$ cat src/hw/omcs_pkg.sv
// Constants and types for the optical module control and status block
// Overview of operation
// - Disable pin rising kills light within 10 us
// - Disable pin falling restores light within 2 ms
// - Initialisation ends within 300 ms, fault cleared
// - Fault output asserts within 100 us
// - Loss output asserts within 100 us
// - Loss output clears within 100 us
// - Soft disable set kills light within 100 ms
// - Soft disable clear restores light within 100 ms
// - Fault status bit sets within 100 ms
// - Loss status bit follows within 100 ms
// - Data ready bit within 1000 ms of power-on
// - Serial accesses accepted within 300 ms
// - Write cycle 40 ms short, 80 ms long
// - Serial clock at most 400 kHz
package omcs_pkg;
  localparam int CLK_KHZ = 100000;
  localparam int T_ON_MS = 2;
  localparam int T_INIT_MS = 300;
  localparam int T_SERIAL_MS = 300;
  localparam int T_DATA_MS = 1000;
  localparam int T_WR_SHORT_MS = 40;
  localparam int T_WR_LONG_MS = 80;
  localparam int T_ON_CYC = T_ON_MS * CLK_KHZ;
  localparam int T_INIT_CYC = T_INIT_MS * CLK_KHZ;
  localparam int T_SERIAL_CYC = T_SERIAL_MS * CLK_KHZ;
  localparam int T_DATA_CYC = T_DATA_MS * CLK_KHZ;
  localparam int T_WR_SHORT_CYC = T_WR_SHORT_MS * CLK_KHZ;
  localparam int T_WR_LONG_CYC = T_WR_LONG_MS * CLK_KHZ;
  localparam logic [3:0] WR_SHORT_MAX = 4'h4;
  localparam logic [3:0] WR_COUNT_MAX = 4'hF;
  localparam logic [3:0] BITS_PER_BYTE = 4'h8;
  localparam logic [6:0] IDENTITY_ADDRESS = 7'h50;
  localparam logic [6:0] DIAGNOSTIC_ADDRESS = 7'h51;
  localparam logic [7:0] SOFT_CONTROL_AND_STATUS = 8'h6E;
  localparam logic [7:0] READ_FILL = 8'h00;
  localparam int BIT_PIN_DISABLE = 7;
  localparam int BIT_SOFT_DISABLE = 6;
  localparam int BIT_TX_FAULT = 2;
  localparam int BIT_RX_LOS = 1;
  localparam int BIT_DATA_READY = 0;
  localparam logic SOFT_DISABLE_RESET = 1'b0;

  typedef enum logic [2:0] {
    OMCS_IDLE = 3'h0,
    OMCS_ADDR = 3'h1,
    OMCS_ADDR_ACK = 3'h2,
    OMCS_WDATA = 3'h3,
    OMCS_WACK = 3'h4,
    OMCS_RDATA = 3'h5,
    OMCS_RACK = 3'h6
  } omcs_twi_state_t;
endpackage

$ cat src/hw/omcs_twi_slave.sv
// Two-wire management slave, oversampled on the system clock
`timescale 1ns/1ps
module omcs_twi_slave (
  input wire logic i_clock,
  input wire logic i_rst,
  input wire logic i_scl,
  input wire logic i_sda,
  input wire logic i_ready,
  input wire logic [7:0] i_rd_data,
  output logic o_drive_low,
  output logic o_dev_diag,
  output logic [7:0] o_ptr,
  output logic o_wr_en,
  output logic [7:0] o_wr_addr,
  output logic [7:0] o_wr_data,
  output logic o_stop_write,
  output logic [3:0] o_wr_bytes
);
  logic [2:0] scl_q;
  logic [2:0] sda_q;
  logic rise, fall, start, stop, sda;
  omcs_pkg::omcs_twi_state_t state, next_state;
  logic [3:0] cnt, next_cnt, next_wr_bytes;
  logic [7:0] sh, next_sh, next_ptr, next_wr_addr, next_wr_data;
  logic is_rd, next_is_rd, next_dev_diag, first, next_first;
  logic ack_ok, next_ack_ok, wrote, next_wrote;
  logic next_drive_low, next_wr_en, next_stop_write;

  // Bit 0 only feeds bit 1: edges are judged on the settled taps
  always_ff @(posedge i_clock) begin
    if (i_rst) begin
      scl_q <= 3'h7;
      sda_q <= 3'h7;
    end else begin
      scl_q <= {scl_q[1:0], i_scl};
      sda_q <= {sda_q[1:0], i_sda};
    end
  end

  // Any rate up to the bus limit is sampled many times per bit
  assign sda = sda_q[1];
  assign rise = scl_q[1] & ~scl_q[2];
  assign fall = ~scl_q[1] & scl_q[2];
  assign start = scl_q[1] & scl_q[2] & sda_q[2] & ~sda_q[1];
  assign stop = scl_q[1] & scl_q[2] & ~sda_q[2] & sda_q[1];

  always_comb begin
    next_state = state;
    next_cnt = cnt;
    next_sh = sh;
    next_ptr = o_ptr;
    next_is_rd = is_rd;
    next_dev_diag = o_dev_diag;
    next_first = first;
    next_ack_ok = ack_ok;
    next_wrote = wrote;
    next_drive_low = o_drive_low;
    next_wr_en = 1'b0;
    next_wr_addr = o_wr_addr;
    next_wr_data = o_wr_data;
    next_stop_write = 1'b0;
    next_wr_bytes = o_wr_bytes;
    if (stop) begin
      next_state = omcs_pkg::OMCS_IDLE;
      next_drive_low = 1'b0;
      next_stop_write = wrote;
      next_wrote = 1'b0;
    end else if (start) begin
      next_state = omcs_pkg::OMCS_ADDR;
      next_cnt = 4'h0;
      next_drive_low = 1'b0;
    end else begin
      unique case (state)
        omcs_pkg::OMCS_IDLE: begin
        end
        omcs_pkg::OMCS_ADDR, omcs_pkg::OMCS_WDATA: begin
          if (rise) begin
            next_sh = {sh[6:0], sda};
            next_cnt = cnt + 4'h1;
          end else if (fall && cnt == omcs_pkg::BITS_PER_BYTE) begin
            if (state == omcs_pkg::OMCS_ADDR) begin
              next_state = omcs_pkg::OMCS_IDLE;
              if (i_ready && (sh[7:1] == omcs_pkg::IDENTITY_ADDRESS ||
                  sh[7:1] == omcs_pkg::DIAGNOSTIC_ADDRESS)) begin
                next_state = omcs_pkg::OMCS_ADDR_ACK;
                next_drive_low = 1'b1;
                next_is_rd = sh[0];
                next_dev_diag = sh[7:1] == omcs_pkg::DIAGNOSTIC_ADDRESS;
                next_wr_bytes = 4'h0;
              end
            end else begin
              next_state = omcs_pkg::OMCS_WACK;
              next_drive_low = 1'b1;
              next_first = 1'b0;
              if (first) begin
                next_ptr = sh;
              end else begin
                next_wr_en = 1'b1;
                next_wr_addr = o_ptr;
                next_wr_data = sh;
                next_ptr = o_ptr + 8'h01;
                next_wrote = 1'b1;
                if (o_wr_bytes != omcs_pkg::WR_COUNT_MAX) begin
                  next_wr_bytes = o_wr_bytes + 4'h1;
                end
              end
            end
          end
        end
        omcs_pkg::OMCS_ADDR_ACK: begin
          if (fall) begin
            next_cnt = 4'h0;
            if (is_rd) begin
              next_state = omcs_pkg::OMCS_RDATA;
              next_sh = i_rd_data;
              next_drive_low = ~i_rd_data[7];
            end else begin
              next_state = omcs_pkg::OMCS_WDATA;
              next_drive_low = 1'b0;
              next_first = 1'b1;
            end
          end
        end
        omcs_pkg::OMCS_WACK: begin
          if (fall) begin
            next_state = omcs_pkg::OMCS_WDATA;
            next_drive_low = 1'b0;
            next_cnt = 4'h0;
          end
        end
        omcs_pkg::OMCS_RDATA: begin
          if (rise) begin
            next_cnt = cnt + 4'h1;
          end else if (fall && cnt == omcs_pkg::BITS_PER_BYTE) begin
            next_state = omcs_pkg::OMCS_RACK;
            next_drive_low = 1'b0;
            next_ptr = o_ptr + 8'h01;
          end else if (fall) begin
            next_sh = {sh[6:0], 1'b0};
            next_drive_low = ~sh[6];
          end
        end
        omcs_pkg::OMCS_RACK: begin
          if (rise) begin
            next_ack_ok = ~sda;
          end else if (fall && ack_ok) begin
            next_state = omcs_pkg::OMCS_RDATA;
            next_sh = i_rd_data;
            next_drive_low = ~i_rd_data[7];
            next_cnt = 4'h0;
          end else if (fall) begin
            next_state = omcs_pkg::OMCS_IDLE;
          end
        end
        default: begin
          next_state = omcs_pkg::OMCS_IDLE;
          next_drive_low = 1'b0;
        end
      endcase
    end
  end

  always_ff @(posedge i_clock) begin
    if (i_rst) begin
      state <= omcs_pkg::OMCS_IDLE;
      cnt <= 4'h0;
      sh <= 8'h00;
      o_ptr <= 8'h00;
      is_rd <= 1'b0;
      o_dev_diag <= 1'b0;
      first <= 1'b0;
      ack_ok <= 1'b0;
      wrote <= 1'b0;
      o_drive_low <= 1'b0;
      o_wr_en <= 1'b0;
      o_wr_addr <= 8'h00;
      o_wr_data <= 8'h00;
      o_stop_write <= 1'b0;
      o_wr_bytes <= 4'h0;
    end else begin
      state <= next_state;
      cnt <= next_cnt;
      sh <= next_sh;
      o_ptr <= next_ptr;
      is_rd <= next_is_rd;
      o_dev_diag <= next_dev_diag;
      first <= next_first;
      ack_ok <= next_ack_ok;
      wrote <= next_wrote;
      o_drive_low <= next_drive_low;
      o_wr_en <= next_wr_en;
      o_wr_addr <= next_wr_addr;
      o_wr_data <= next_wr_data;
      o_stop_write <= next_stop_write;
      o_wr_bytes <= next_wr_bytes;
    end
  end
endmodule

$ cat src/hw/omcs_top.sv
// Transmitter, receiver and management control of the optical module
`timescale 1ns/1ps
module omcs_top #(
  parameter int ON_CYC = omcs_pkg::T_ON_CYC,
  parameter int INIT_CYC = omcs_pkg::T_INIT_CYC,
  parameter int SERIAL_CYC = omcs_pkg::T_SERIAL_CYC,
  parameter int DATA_CYC = omcs_pkg::T_DATA_CYC,
  parameter int WR_SHORT_CYC = omcs_pkg::T_WR_SHORT_CYC,
  parameter int WR_LONG_CYC = omcs_pkg::T_WR_LONG_CYC
) (
  input wire logic i_clock,
  input wire logic i_rst,
  input wire logic i_tx_disable,
  input wire logic i_fault_detect,
  input wire logic i_signal_detect,
  input wire logic i_monitor_ok,
  input wire logic i_scl,
  input wire logic i_sda,
  output logic o_laser_on,
  output logic o_tx_fault,
  output logic o_rx_los,
  output logic o_sda,
  output logic o_sda_oe_n
);
  localparam int UP_MAX = (DATA_CYC > SERIAL_CYC) ? DATA_CYC : SERIAL_CYC;
  localparam int INIT_MAX = (INIT_CYC > ON_CYC) ? INIT_CYC : ON_CYC;
  localparam int UW = $clog2(UP_MAX + 1);
  localparam int IW = $clog2(INIT_MAX + 1);
  localparam int WW = $clog2(WR_LONG_CYC + 1);

  // Pins from outside the clock domain, first stage read by second only
  logic [3:0] sync_a;
  logic [3:0] sync_b;
  logic dis_pin, fault_in, signal_in, monitor_in;
  logic dis_prev;
  logic dis_fall;

  always_ff @(posedge i_clock) begin
    if (i_rst) begin
      sync_a <= 4'h0;
      sync_b <= 4'h0;
      dis_prev <= 1'b0;
    end else begin
      sync_a <= {i_tx_disable, i_fault_detect, i_signal_detect, i_monitor_ok};
      sync_b <= sync_a;
      dis_prev <= dis_pin;
    end
  end

  assign dis_pin = sync_b[3];
  assign fault_in = sync_b[2];
  assign signal_in = sync_b[1];
  assign monitor_in = sync_b[0];
  assign dis_fall = dis_prev & ~dis_pin;

  // Timers: time since power-on, initialisation, internal write cycle
  logic [UW-1:0] up_cnt, next_up_cnt;
  logic [IW-1:0] init_cnt, next_init_cnt;
  logic [WW-1:0] wc_cnt, next_wc_cnt;
  logic serial_time, data_time, init_busy;
  logic wr_stop;
  logic [3:0] wr_bytes;

  assign serial_time = up_cnt >= UW'(SERIAL_CYC);
  assign data_time = up_cnt >= UW'(DATA_CYC);
  assign init_busy = init_cnt != '0;

  always_comb begin
    next_up_cnt = up_cnt;
    if (up_cnt != UW'(UP_MAX)) begin
      next_up_cnt = up_cnt + UW'(1);
    end
    next_init_cnt = init_cnt;
    if (dis_fall) begin
      next_init_cnt = IW'(ON_CYC);
    end else if (init_busy) begin
      next_init_cnt = init_cnt - IW'(1);
    end
    next_wc_cnt = wc_cnt;
    if (wr_stop && wr_bytes > omcs_pkg::WR_SHORT_MAX) begin
      next_wc_cnt = WW'(WR_LONG_CYC);
    end else if (wr_stop) begin
      next_wc_cnt = WW'(WR_SHORT_CYC);
    end else if (wc_cnt != '0) begin
      next_wc_cnt = wc_cnt - WW'(1);
    end
  end

  always_ff @(posedge i_clock) begin
    if (i_rst) begin
      up_cnt <= '0;
      init_cnt <= IW'(INIT_CYC);
      wc_cnt <= '0;
    end else begin
      up_cnt <= next_up_cnt;
      init_cnt <= next_init_cnt;
      wc_cnt <= next_wc_cnt;
    end
  end

  // Management slave and the byte it reaches
  logic drive_low, dev_diag, wr_en;
  logic [7:0] ptr, wr_addr, wr_data, status, rd_data;
  logic twi_ready, next_twi_ready;
  logic soft_dis, next_soft_dis;
  logic pend_val, next_pend_val;
  logic pend_vld, next_pend_vld;
  logic fault_latch, next_fault_latch;
  logic data_ready, next_data_ready;
  logic next_laser_on, next_tx_fault, next_rx_los;

  omcs_twi_slave u_twi (
    .i_clock(i_clock),
    .i_rst(i_rst),
    .i_scl(i_scl),
    .i_sda(i_sda),
    .i_ready(twi_ready),
    .i_rd_data(rd_data),
    .o_drive_low(drive_low),
    .o_dev_diag(dev_diag),
    .o_ptr(ptr),
    .o_wr_en(wr_en),
    .o_wr_addr(wr_addr),
    .o_wr_data(wr_data),
    .o_stop_write(wr_stop),
    .o_wr_bytes(wr_bytes)
  );

  always_comb begin
    status = 8'h00;
    status[omcs_pkg::BIT_PIN_DISABLE] = dis_pin;
    status[omcs_pkg::BIT_SOFT_DISABLE] = soft_dis;
    status[omcs_pkg::BIT_TX_FAULT] = fault_latch;
    status[omcs_pkg::BIT_RX_LOS] = o_rx_los;
    status[omcs_pkg::BIT_DATA_READY] = data_ready;
    rd_data = omcs_pkg::READ_FILL;
    if (dev_diag && ptr == omcs_pkg::SOFT_CONTROL_AND_STATUS) begin
      rd_data = status;
    end
  end

  always_comb begin
    // Busy write cycle refuses the address so the host can poll
    next_twi_ready = serial_time && wc_cnt == '0 && !wr_stop;
    next_data_ready = data_time & monitor_in;
    next_pend_val = pend_val;
    next_pend_vld = pend_vld;
    next_soft_dis = soft_dis;
    if (wr_en && dev_diag && wr_addr == omcs_pkg::SOFT_CONTROL_AND_STATUS) begin
      next_pend_val = wr_data[omcs_pkg::BIT_SOFT_DISABLE];
      next_pend_vld = 1'b1;
    end
    // Soft bit acts only once the write is closed by its stop
    if (wr_stop && pend_vld) begin
      next_soft_dis = pend_val;
      next_pend_vld = 1'b0;
    end
    // A fault seen while the reset edge arrives stays latched
    next_fault_latch = fault_latch;
    if (dis_fall) begin
      next_fault_latch = 1'b0;
    end
    if (fault_in) begin
      next_fault_latch = 1'b1;
    end
    // Laser gated at once by either disable, so off time is a few cycles
    // Falling edge itself also blocks, as the restart timer loads one cycle late
    next_laser_on = !dis_pin && !dis_fall && !soft_dis && !fault_latch &&
      !init_busy;
    next_tx_fault = next_fault_latch;
    next_rx_los = ~signal_in;
  end

  always_ff @(posedge i_clock) begin
    if (i_rst) begin
      twi_ready <= 1'b0;
      data_ready <= 1'b0;
      pend_val <= 1'b0;
      pend_vld <= 1'b0;
      soft_dis <= omcs_pkg::SOFT_DISABLE_RESET;
      fault_latch <= 1'b0;
      o_laser_on <= 1'b0;
      o_tx_fault <= 1'b0;
      o_rx_los <= 1'b1;
      o_sda <= 1'b0;
      o_sda_oe_n <= 1'b1;
    end else begin
      twi_ready <= next_twi_ready;
      data_ready <= next_data_ready;
      pend_val <= next_pend_val;
      pend_vld <= next_pend_vld;
      soft_dis <= next_soft_dis;
      fault_latch <= next_fault_latch;
      o_laser_on <= next_laser_on;
      o_tx_fault <= next_tx_fault;
      o_rx_los <= next_rx_los;
      o_sda <= 1'b0;
      o_sda_oe_n <= ~drive_low;
    end
  end
endmodule

$ cat config.mk
export PLATFORM = sky130hd
export DESIGN_NAME = omcs_top
export DESIGN_NICKNAME = d
export VERILOG_FILES = /design/src/hw/omcs_pkg.sv /design/src/hw/omcs_twi_slave.sv /design/src/hw/omcs_top.sv
export SDC_FILE = /design/constraint.sdc
export NUM_CORES = 1
export LEC_CHECK = 0
export BUFFER_PORTS_ARGS = -buffer_cell sky130_fd_sc_hd__buf_2
export CAP_MARGIN = 0
export CORE_MARGIN = 3
export CORE_UTILIZATION = 40
export DETAILED_ROUTE_END_ITERATION = 8
export HOLD_SLACK_MARGIN = 0.03
export PLACE_DENSITY = 0.58
export SYNTH_ARGS = -nofsm -noshare
export SYNTH_HDL_FRONTEND = slang
export SYNTH_SLANG_ARGS = --single-unit
$ cat constraint.sdc
create_clock -name i_clock -period 6.1 [get_ports i_clock]
set_input_delay 0.305 -clock i_clock [delete_from_list [all_inputs] [get_ports i_clock]]
set_output_delay 0.305 -clock i_clock [all_outputs]
set_load 0.05 [all_outputs]
* After elaboration in Yosys (flattened, before gate mapping) *
Index checks and enable logic that the tools add are counted.

word-level totals
  output and inout bits = 5
  register bits after elaboration = 149
  logic and storage cells = 240
  input bits = 8

cells by class
  reduce and logical (&&, ||, !) cells = 57
  eq/ne operators = 44
  multiplexer cells = 68
  bitwise logic cells = 26
  $lt $le $gt $ge = 3
  $add $sub $neg = 6

operators by type and width
  kind                                                                  count
  2-to-1 mux 8 bit                                                      15
  2-to-1 mux 23 bit                                                     3
  2-to-1 mux 25 bit                                                     2
  2-to-1 mux 4 bit                                                      9
  2-to-1 mux 3 bit                                                      11
  case mux 8 bit (4 select lines)                                       1
  adder 27 x 1 -> 27 bit (second input constant)                        1
  greater-or-equal comparator 27 x 25 -> 1 bit (second input constant)  1
  greater-or-equal comparator 27 bit (second input constant)            1
  != test 27 bit (second input constant)                                1
  != test 3 x 1 -> 1 bit (second input constant)                        9
  nonzero test 25 bit                                                   1
  subtractor 25 x 1 -> 25 bit (second input constant)                   1
  AND reduction 8 bit                                                   3
  logical NOT 23 bit                                                    1
  nonzero test 23 bit                                                   1
  subtractor 23 x 1 -> 23 bit (second input constant)                   1
  2-to-1 mux 1 bit                                                      21
  != test 2 x 1 -> 1 bit (second input constant)                        9
  case mux 3 bit (6 select lines)                                       1
  AND reduction 9 bit                                                   2
  inverter 1 bit                                                        17
  == test 8 x 7 -> 1 bit (second input constant)                        2
  != test 2 bit (second input constant)                                 8
  other kinds (32)                                                      82

* Logic depth before layout (Yosys ltp) *
Gate-level depths: netlist (run 1).

  depth after elaboration = 9
  mapped depth = 8
  gate-level depth less buffers = 7

* Hierarchy *
Synthesis (run 1) repeated with hierarchy kept, for this count alone.

unflattened totals
  cells, all modules = 835
  area, all modules = 7,318.3 um^2

modules (own cells, without submodules)
  module          times used  area each (um^2)  cells an instance  seq. area each (um^2)
  omcs_top        1           4,449.3           513                1,861.8
  omcs_twi_slave  1           2,869.0           322                1,141.1

* Worst setup path after synthesis (run 1) *
Ideal clock, no wire load.

  path kind = register to register
  from = register init_cnt[17]
  to = register init_cnt[6]
  path slack = 3,935 ps
  cell stages (with the launch flop) = 7
  path buffers = 1
  arrival time = 2,062 ps
  setup time = 103 ps
  data required time = 5,997 ps
  period minus slack after synthesis = 2,165 ps
  path through = dfxtp_1 -> or4_1 -> buf_2 -> or3_4 -> o31ai_4 -> nor2_1 -> a2111oi_2

on the way
  longest elaborated chain between the ends = 2

ends and longest elaborated chain
  item                                 line            text
  start: declaration                   omcs_top.sv:58  logic [IW-1:0] init_cnt, next_init_cnt;
  start signal: assignment             omcs_top.sv:92  init_cnt <= IW'(INIT_CYC);
  start signal: assignment             omcs_top.sv:96  init_cnt <= next_init_cnt;
  nonzero test 25 bit                  omcs_top.sv:66  assign init_busy = init_cnt != '0;
  nonzero test 2 bit (no source line)  -

Every way passes these cells.
A chain may end at the register's enable or synchronous reset.

* Worst setup path in the final report (run 1) *
  from = register init_cnt[17]
  to = register init_cnt[19]

on the way
  longest elaborated chain between the ends = 3
  elaborated cells between the ends (all ways) = 5
  classes of those cells = 1 x add/sub; 2 x mux; 2 x reduce/logical

ends and longest elaborated chain
  item                         line            text
  subtractor 25 x 1 -> 25 bit  omcs_top.sv:77  next_init_cnt = init_cnt - IW'(1);
  2-to-1 mux 25 bit            omcs_top.sv:76  end else if (init_busy) begin
  2-to-1 mux 25 bit            omcs_top.sv:74  if (dis_fall) begin

Several ways; a longest one is shown, not always the timed one. The select of a mux whose other input is x is not followed.

==> flow_metrics.py, run 1 <==
metrics = {
    "status": {
        "status": "completed",
    },
    "finish": {
        "fillers": 1667,
        "num-nets-final": 834,
        "diodes": 0,
        "syn_to_final_growth_pct": 11.7,
        "drive_gt1_share_pct": 7.61,
    },
    "clock_tree": {
        "post_cts_buffers": 0,
        "cts_tree": "done",
        "cts_max_level": 4,
        "clk_pin_slew_ns": 0.06,
        "root_buffer": "clkbuf_16",
        "insertion_delay_ns": 0.42,
        "clockBufferDepth": 2,
        "cts_sinks": 143,
        "cts_hold_buf": 0,
        "numCtsBuffers": 17,
        "postCtsResizedCells": 0,
    },
    "timing": {
        "period_share_pct": 39.8,
        "rsz0062_at_grt": "false",
        "clock_skew_ns": 0.0117,
        "worst_hold_slack_ns": 0.0637,
        "layout_setup_ws_ns": 3.68,
        "finalCriticalPeriod_ns": 2.42,
        "max_slew_margin_pct": 41.1,
        "fin_tns_setup_ns": 0,
        "fmax_mhz": 412,
        "worst_pin_slew_ns": 0.883,
        "setup_violations": 0,
        "maxSlewViolCount": 0,
        "hold_viol_final": 0,
    },
    "detailed_routing": {
        "post-route-drc-count": 0,
        "dr.pass1.iters": 5,
        "routed-via-count": 5925,
        "drt-initial-drc-count": 357,
        "antenna_left": 0,
        "wl_per_cell_um": 15.2,
        "wl_um": 15900,
        "vias_per_cell": 5.65,
    },
    "synthesis": {
        "synth_nets": 839,
        "ys_types": 73,
        "synth.yosys.seq_area_share_pct": 41.5,
        "yosysWarnings": 0,
        "synth_edf_count": 0,
        "synth_area_leaders": "dfxtp_1 42%, nor2_1 5.0%, a21oi_1 4.3%, nand2_1 3.5%, xnor2_1 3.4%",
        "netlist_instances": 821,
        "async_reset_ff_share_pct": 0,
        "ys_ff_latch": 143,
        "syn_area_per_cell_um2": 8.40,
        "yosys.area.top_type": "dfxtp_1",
        "netlist_area_um2": 6900,
        "ys.flop_type": "dfxtp_1",
        "synth_top_cell_area_share_pct": 41.5,
    },
    "global_routing": {
        "overflow": 0,
        "grt_max_degree": 84,
        "antenna_found_initial": 0,
        "grt_usage_pct": 17.8,
        "grt_pass1_vias": 5641,
        "grt_pass1_wl_um": 27100,
    },
    "critical_path": {
        "crit_required_ns": 6.41,
        "crit_fanout": 9,
        "end_kind": "flip-flop",
        "cp.arrival_ns": 2.73,
        "critPathLaunchType": "flip-flop",
        "critPathKind": "reg2reg",
    },
    "power": {
        "powerDensity_nw_per_um2": 353,
        "leakage_nw": 2.70,
        "vdd_drop_max_v": 0.000321,
    },
    "die": {
        "die_h_um": 137,
        "rows": 47,
        "die_w_um": 137,
        "die_area_um2": 18900,
        "start_util_pct": 41.3,
        "coreArea_um2": 16700,
        "ios": 13,
    },
    "run": {
        "drv_cap": 0,
    },
    "placed_design": {
        "dp_hpwl_um": 10700,
        "portBuffers": 11,
        "gp_congestion": 0.875,
        "dp_slack_ns": 3.69,
    },
    "min_path": {
        "min_path_type": "in2reg",
    },
}
-- worst paths after layout --
path / start / to / slack, ns / cells past startpoint
min: i_scl / u_twi.scl_q[0] / 0.06 / 2
min reg2reg: sync_b[1] / o_rx_los / 0.38 / 1
max reg2reg: init_cnt[17] / init_cnt[19] / 3.68 / 4
max: init_cnt[17] / init_cnt[19] / 3.68 / 4
-- layer usage --
metal | share of wire [%] | global-route usage [%] | vias to the layer above
met2 | 47 | 28.6 | 125
met5 | 0 | 0 | -
met1 | 48 | 23.3 | 2820
met4 | 1.3 | 5.21 | 0
met3 | 4.4 | 4.93 | 16
li1 | - | - | 2964
-- kinds of logic (layout without fill, tap and decap cells) --
kind of cell | Yosys count | count (layout) | share of synthesized area, %
flip-flops | 143 | 143 | 41.5
other | 1 | 1 | 0.0544
XOR/XNOR | 47 | 47 | 5.97
buffers and inverters | 61 | 68 | 3.43
AO/OA/AOI/OAI | 169 | 169 | 16.2
multiplexers | 12 | 12 | 1.76
AND/OR/NAND/NOR | 378 | 378 | 29.2
adder cells (fa/ha/maj) | 10 | 10 | 1.81
-- synth_stat cells, drive strengths merged (7+ instances only) --
cell type and instances:
nor2 92, nand2 65, mux2i 11, ha 10
a211oi 11, o211ai 7, and2 8, nor2b 18
inv 22, dfxtp 143, xnor2 27, buf 11
a21oi 59, clkbuf 26, and3 14, nand3 35
o21ai 30, nand4b 7, nor4 21, nor3 31
xor2 20, nand3b 8, or4 10, nand4 16
or2 9, or3 19
-- worst max-delay path, cell delays in order, from the launching register on --
cell     delay [ns]
dfxtp_1        0.33
or4_1          0.66
nor3_2         0.48
nand3_1        0.44
a311o_1        0.39
-- sequential cells by signal, indices dropped and copies added, names as in the netlist, 3 cells and up --
| signal | flops |
|---|---|
| sync_b | 4 |
| init_cnt | 25 |
| u_twi.o_wr_addr | 8 |
| u_twi.cnt | 4 |
| sync_a | 4 |
| up_cnt | 27 |
| u_twi.scl_q | 3 |
| u_twi.state | 3 |
| u_twi.sh | 8 |
| wc_cnt | 23 |
| u_twi.sda_q | 3 |
| u_twi.o_wr_bytes | 4 |
| u_twi.o_ptr | 8 |
-- per-stage QoR --
| step | util (%) | instances | power [mW] | area [µm²] |
|---|---|---|---|---|
| after floorplan | - | 821 | 1.57 | 6900 |
| after global placement | 42.5 | 1017 | 1.66 | 7100 |
| after detailed placement | 42.5 | 1017 | 1.67 | 7100 |
| after CTS | 46.1 | 1048 | 2.74 | 7700 |
| after global routing | 46.1 | 1048 | 2.87 | 7700 |
| final | 46.1 | 1048 | 2.72 | 7700 |
-- power by group --
group	switching [mW]	total [mW]	internal, mW
logic	0.338	0.564	0.226
clock network	0.405	1.06	0.655
registers	0.0864	1.10	1.01
-- placed cells by master, fill, tap and decap left out, types with 11 or more instances in the layout --
cell type / Yosys / layout
or3_1: 18 / 18
nand4_1: 16 / 16
o21ai_0: 29 / 29
inv_1: 22 / 22
xnor2_1: 27 / 27
nor3_1: 30 / 30
nand3_1: 35 / 35
clkbuf_16: 0 / 17
and3_1: 14 / 14
dfxtp_1: 143 / 143
xor2_1: 20 / 20
nor4_1: 18 / 18
a21oi_1: 59 / 59
nor2b_1: 18 / 18
nor2_1: 92 / 92
a211oi_1: 11 / 11
nand2_1: 65 / 65
mux2i_1: 11 / 11
-- layout make-up --
type	instances	area [µm²]	area share (%)
repair buffers	13	72.6	0.942
multi-input cells	617	3800	49.3
well taps	220	275	3.57
flip-flops and latches	143	2860	37.2
clock inverters	12	160	2.08
clock buffers	19	443	5.75
inverters	24	90.1	1.17
(Power assumes the default switching activity.)
==> inputs of run 2 (changes only) <==
==> constraint.sdc (replaced) <==
create_clock -name i_clock -period 2.4 [get_ports i_clock]
set_input_delay 0.12 -clock i_clock [delete_from_list [all_inputs] [get_ports i_clock]]
set_output_delay 0.12 -clock i_clock [all_outputs]
set_load 0.05 [all_outputs]
==> flow_metrics.py, run 2 (synthesized netlist as in run 1, its figures left out) <==
metrics = {
    "status": {
        "status": "completed",
    },
    "placed_design": {
        "gp_congestion": 0.881,
        "portBuffers": 11,
        "place_area_um2": 7310,
        "dp_hpwl_um": 11000,
    },
    "timing": {
        "max_slew_margin_pct": 61.8,
        "worst_hold_slack_ns": 0.0866,
        "hold_viol_final": 0,
        "maxSlewViolCount": 0,
        "clock_skew_ns": 0.0150,
        "worst_pin_slew_ns": 0.572,
        "finalCriticalPeriod_ns": 2.28,
        "rsz0062_at_grt": "false",
        "fmax_mhz": 438,
        "fin_tns_setup_ns": 0,
        "period_share_pct": 95.2,
        "setup_violations": 0,
    },
    "die": {
        "ios": 13,
        "start_util_pct": 41.3,
        "die_area_um2": 18900,
        "die_h_um": 137,
        "coreArea_um2": 16700,
        "rows": 47,
        "die_w_um": 137,
    },
    "critical_path": {
        "critPathTopFamily": "simple AND/OR/NAND/NOR gates",
        "critPathKind": "reg2reg",
        "worst-path-stages": 5,
        "cp.arrival_ns": 2.60,
        "critPathLaunchType": "flip-flop",
        "rr_worst_depth": 5,
        "crit_fanout": 7,
        "crit_path_max_incr_delay_ns": 0.66,
        "cp_cell_sequence": "or4_1 > or3_1 > nor4_2 > a21oi_1 > a311o_1",
        "end_kind": "flip-flop",
        "crit_required_ns": 2.71,
        "rrSetupSlack_ns": 0.12,
        "cp_num_buf_inv": 0,
        "crit_path_top_delay_cell": "or4_1",
    },
    "detailed_routing": {
        "wl_per_cell_um": 14.6,
        "antenna_left": 0,
        "drt-initial-drc-count": 450,
        "vias_per_cell": 5.54,
        "wl_um": 15800,
        "dr.pass1.iters": 6,
        "routed-via-count": 5989,
        "post-route-drc-count": 0,
    },
    "clock_tree": {
        "clockBufferDepth": 2,
        "cts_max_level": 4,
        "cts_sinks": 143,
        "clk_pin_slew_ns": 0.06,
        "cts_tree": "done",
        "numCtsBuffers": 17,
        "insertion_delay_ns": 0.43,
        "root_buffer": "clkbuf_16",
        "post_cts_buffers": 0,
    },
    "global_routing": {
        "antenna_found_initial": 0,
        "grt_pass1_wl_um": 26900,
        "grt_max_degree": 70,
        "grt_usage_pct": 17.5,
        "overflow": 0,
        "grt_pass1_vias": 5703,
    },
    "finish": {
        "final_cell_mix": "143 x dfxtp_1, 92 x nor2_1, 65 x nand2_1",
        "postLayoutCellArea_um2": 7970,
        "drive_gt1_share_pct": 10.7,
        "fillers": 1601,
        "final_util_pct": 47.7,
        "top_regs": "up_cnt x27, init_cnt x25, wc_cnt x23",
        "num-nets-final": 866,
        "final_common_cell": "dfxtp_1",
        "syn_to_final_growth_pct": 15.6,
        "diodes": 0,
        "top_register": "up_cnt",
        "largest_register_ffs": 27,
    },
    "min_path": {
        "worstHoldPathCells": 2,
        "min_path_type": "in2reg",
    },
    "run": {
        "drv_cap": 0,
    },
    "power": {
        "power.total_mw": 6.98,
        "powerDensity_nw_per_um2": 876,
        "leakage_nw": 2.85,
        "vdd_drop_max_v": 0.000580,
    },
}
==> run 2: cell types whose count changed in the layout (fill, tap and decap cells not counted), moves of 2 or more <==
cell | previous run | this run
inv_8 | 0 | 3
dlygate4sd3_1 | 0 | 6
clkinvlp_4 | 1 | 3
clkinv_4 | 4 | 1
buf_4 | 3 | 28
inv_6 | 2 | 5
==> run 2: timing repair <==
action	CTS	global route
hold endpoints to repair	6	0
gates resized for setup	0	1
endpoints found under the setup margin	0	1
hold buffers	6	0
==> run 2: path summary, 6_finish.rpt <==
| check | start | to |
|---|---|---|
| setup / recovery | init_cnt[17] | init_cnt[23] |
| hold / removal | i_rst | pend_val |
| setup reg to reg | init_cnt[17] | init_cnt[23] |
| hold reg to reg | sync_b[1] | o_rx_los |
==> run 2: area by class of cell <==
type | instances | area [µm²] | area share, %
Multi-Input combinational cell | 617 | 3800 | 47.7
Sequential cell | 143 | 2860 | 35.9
Clock buffer | 17 | 425 | 5.34
Timing Repair Buffer | 45 | 340 | 4.27
Tap cell | 220 | 275 | 3.45
Clock inverter | 15 | 174 | 2.18
Inverter | 24 | 90.1 | 1.13
==> run 2: through the flow <==
stage,setup slack (ns),std cells
floorplan,0.235,821
detailed placement,0.103,1043
global placement,0.165,1043
global route,0.00721,1081
finish,0.115,1081
CTS,0.0888,1081
==> run 2: metal layers <==
layer	share of wire, %	global-route usage, %
met4	1.1	5.82
met3	2.9	4.02
met2	47	28.4
met1	49	23.0
met5	0	0
==> run 2: power by group <==
| part | internal, mW | total, mW | switching [mW] | leakage [nW] |
|---|---|---|---|---|
| registers | 2.57 | 2.79 | 0.219 | 1.16 |
| clock network | 1.57 | 2.68 | 1.11 | 0.287 |
| logic | 0.629 | 1.52 | 0.888 | 1.40 |
| total | 4.76 | 6.98 | 2.22 | 2.85 |
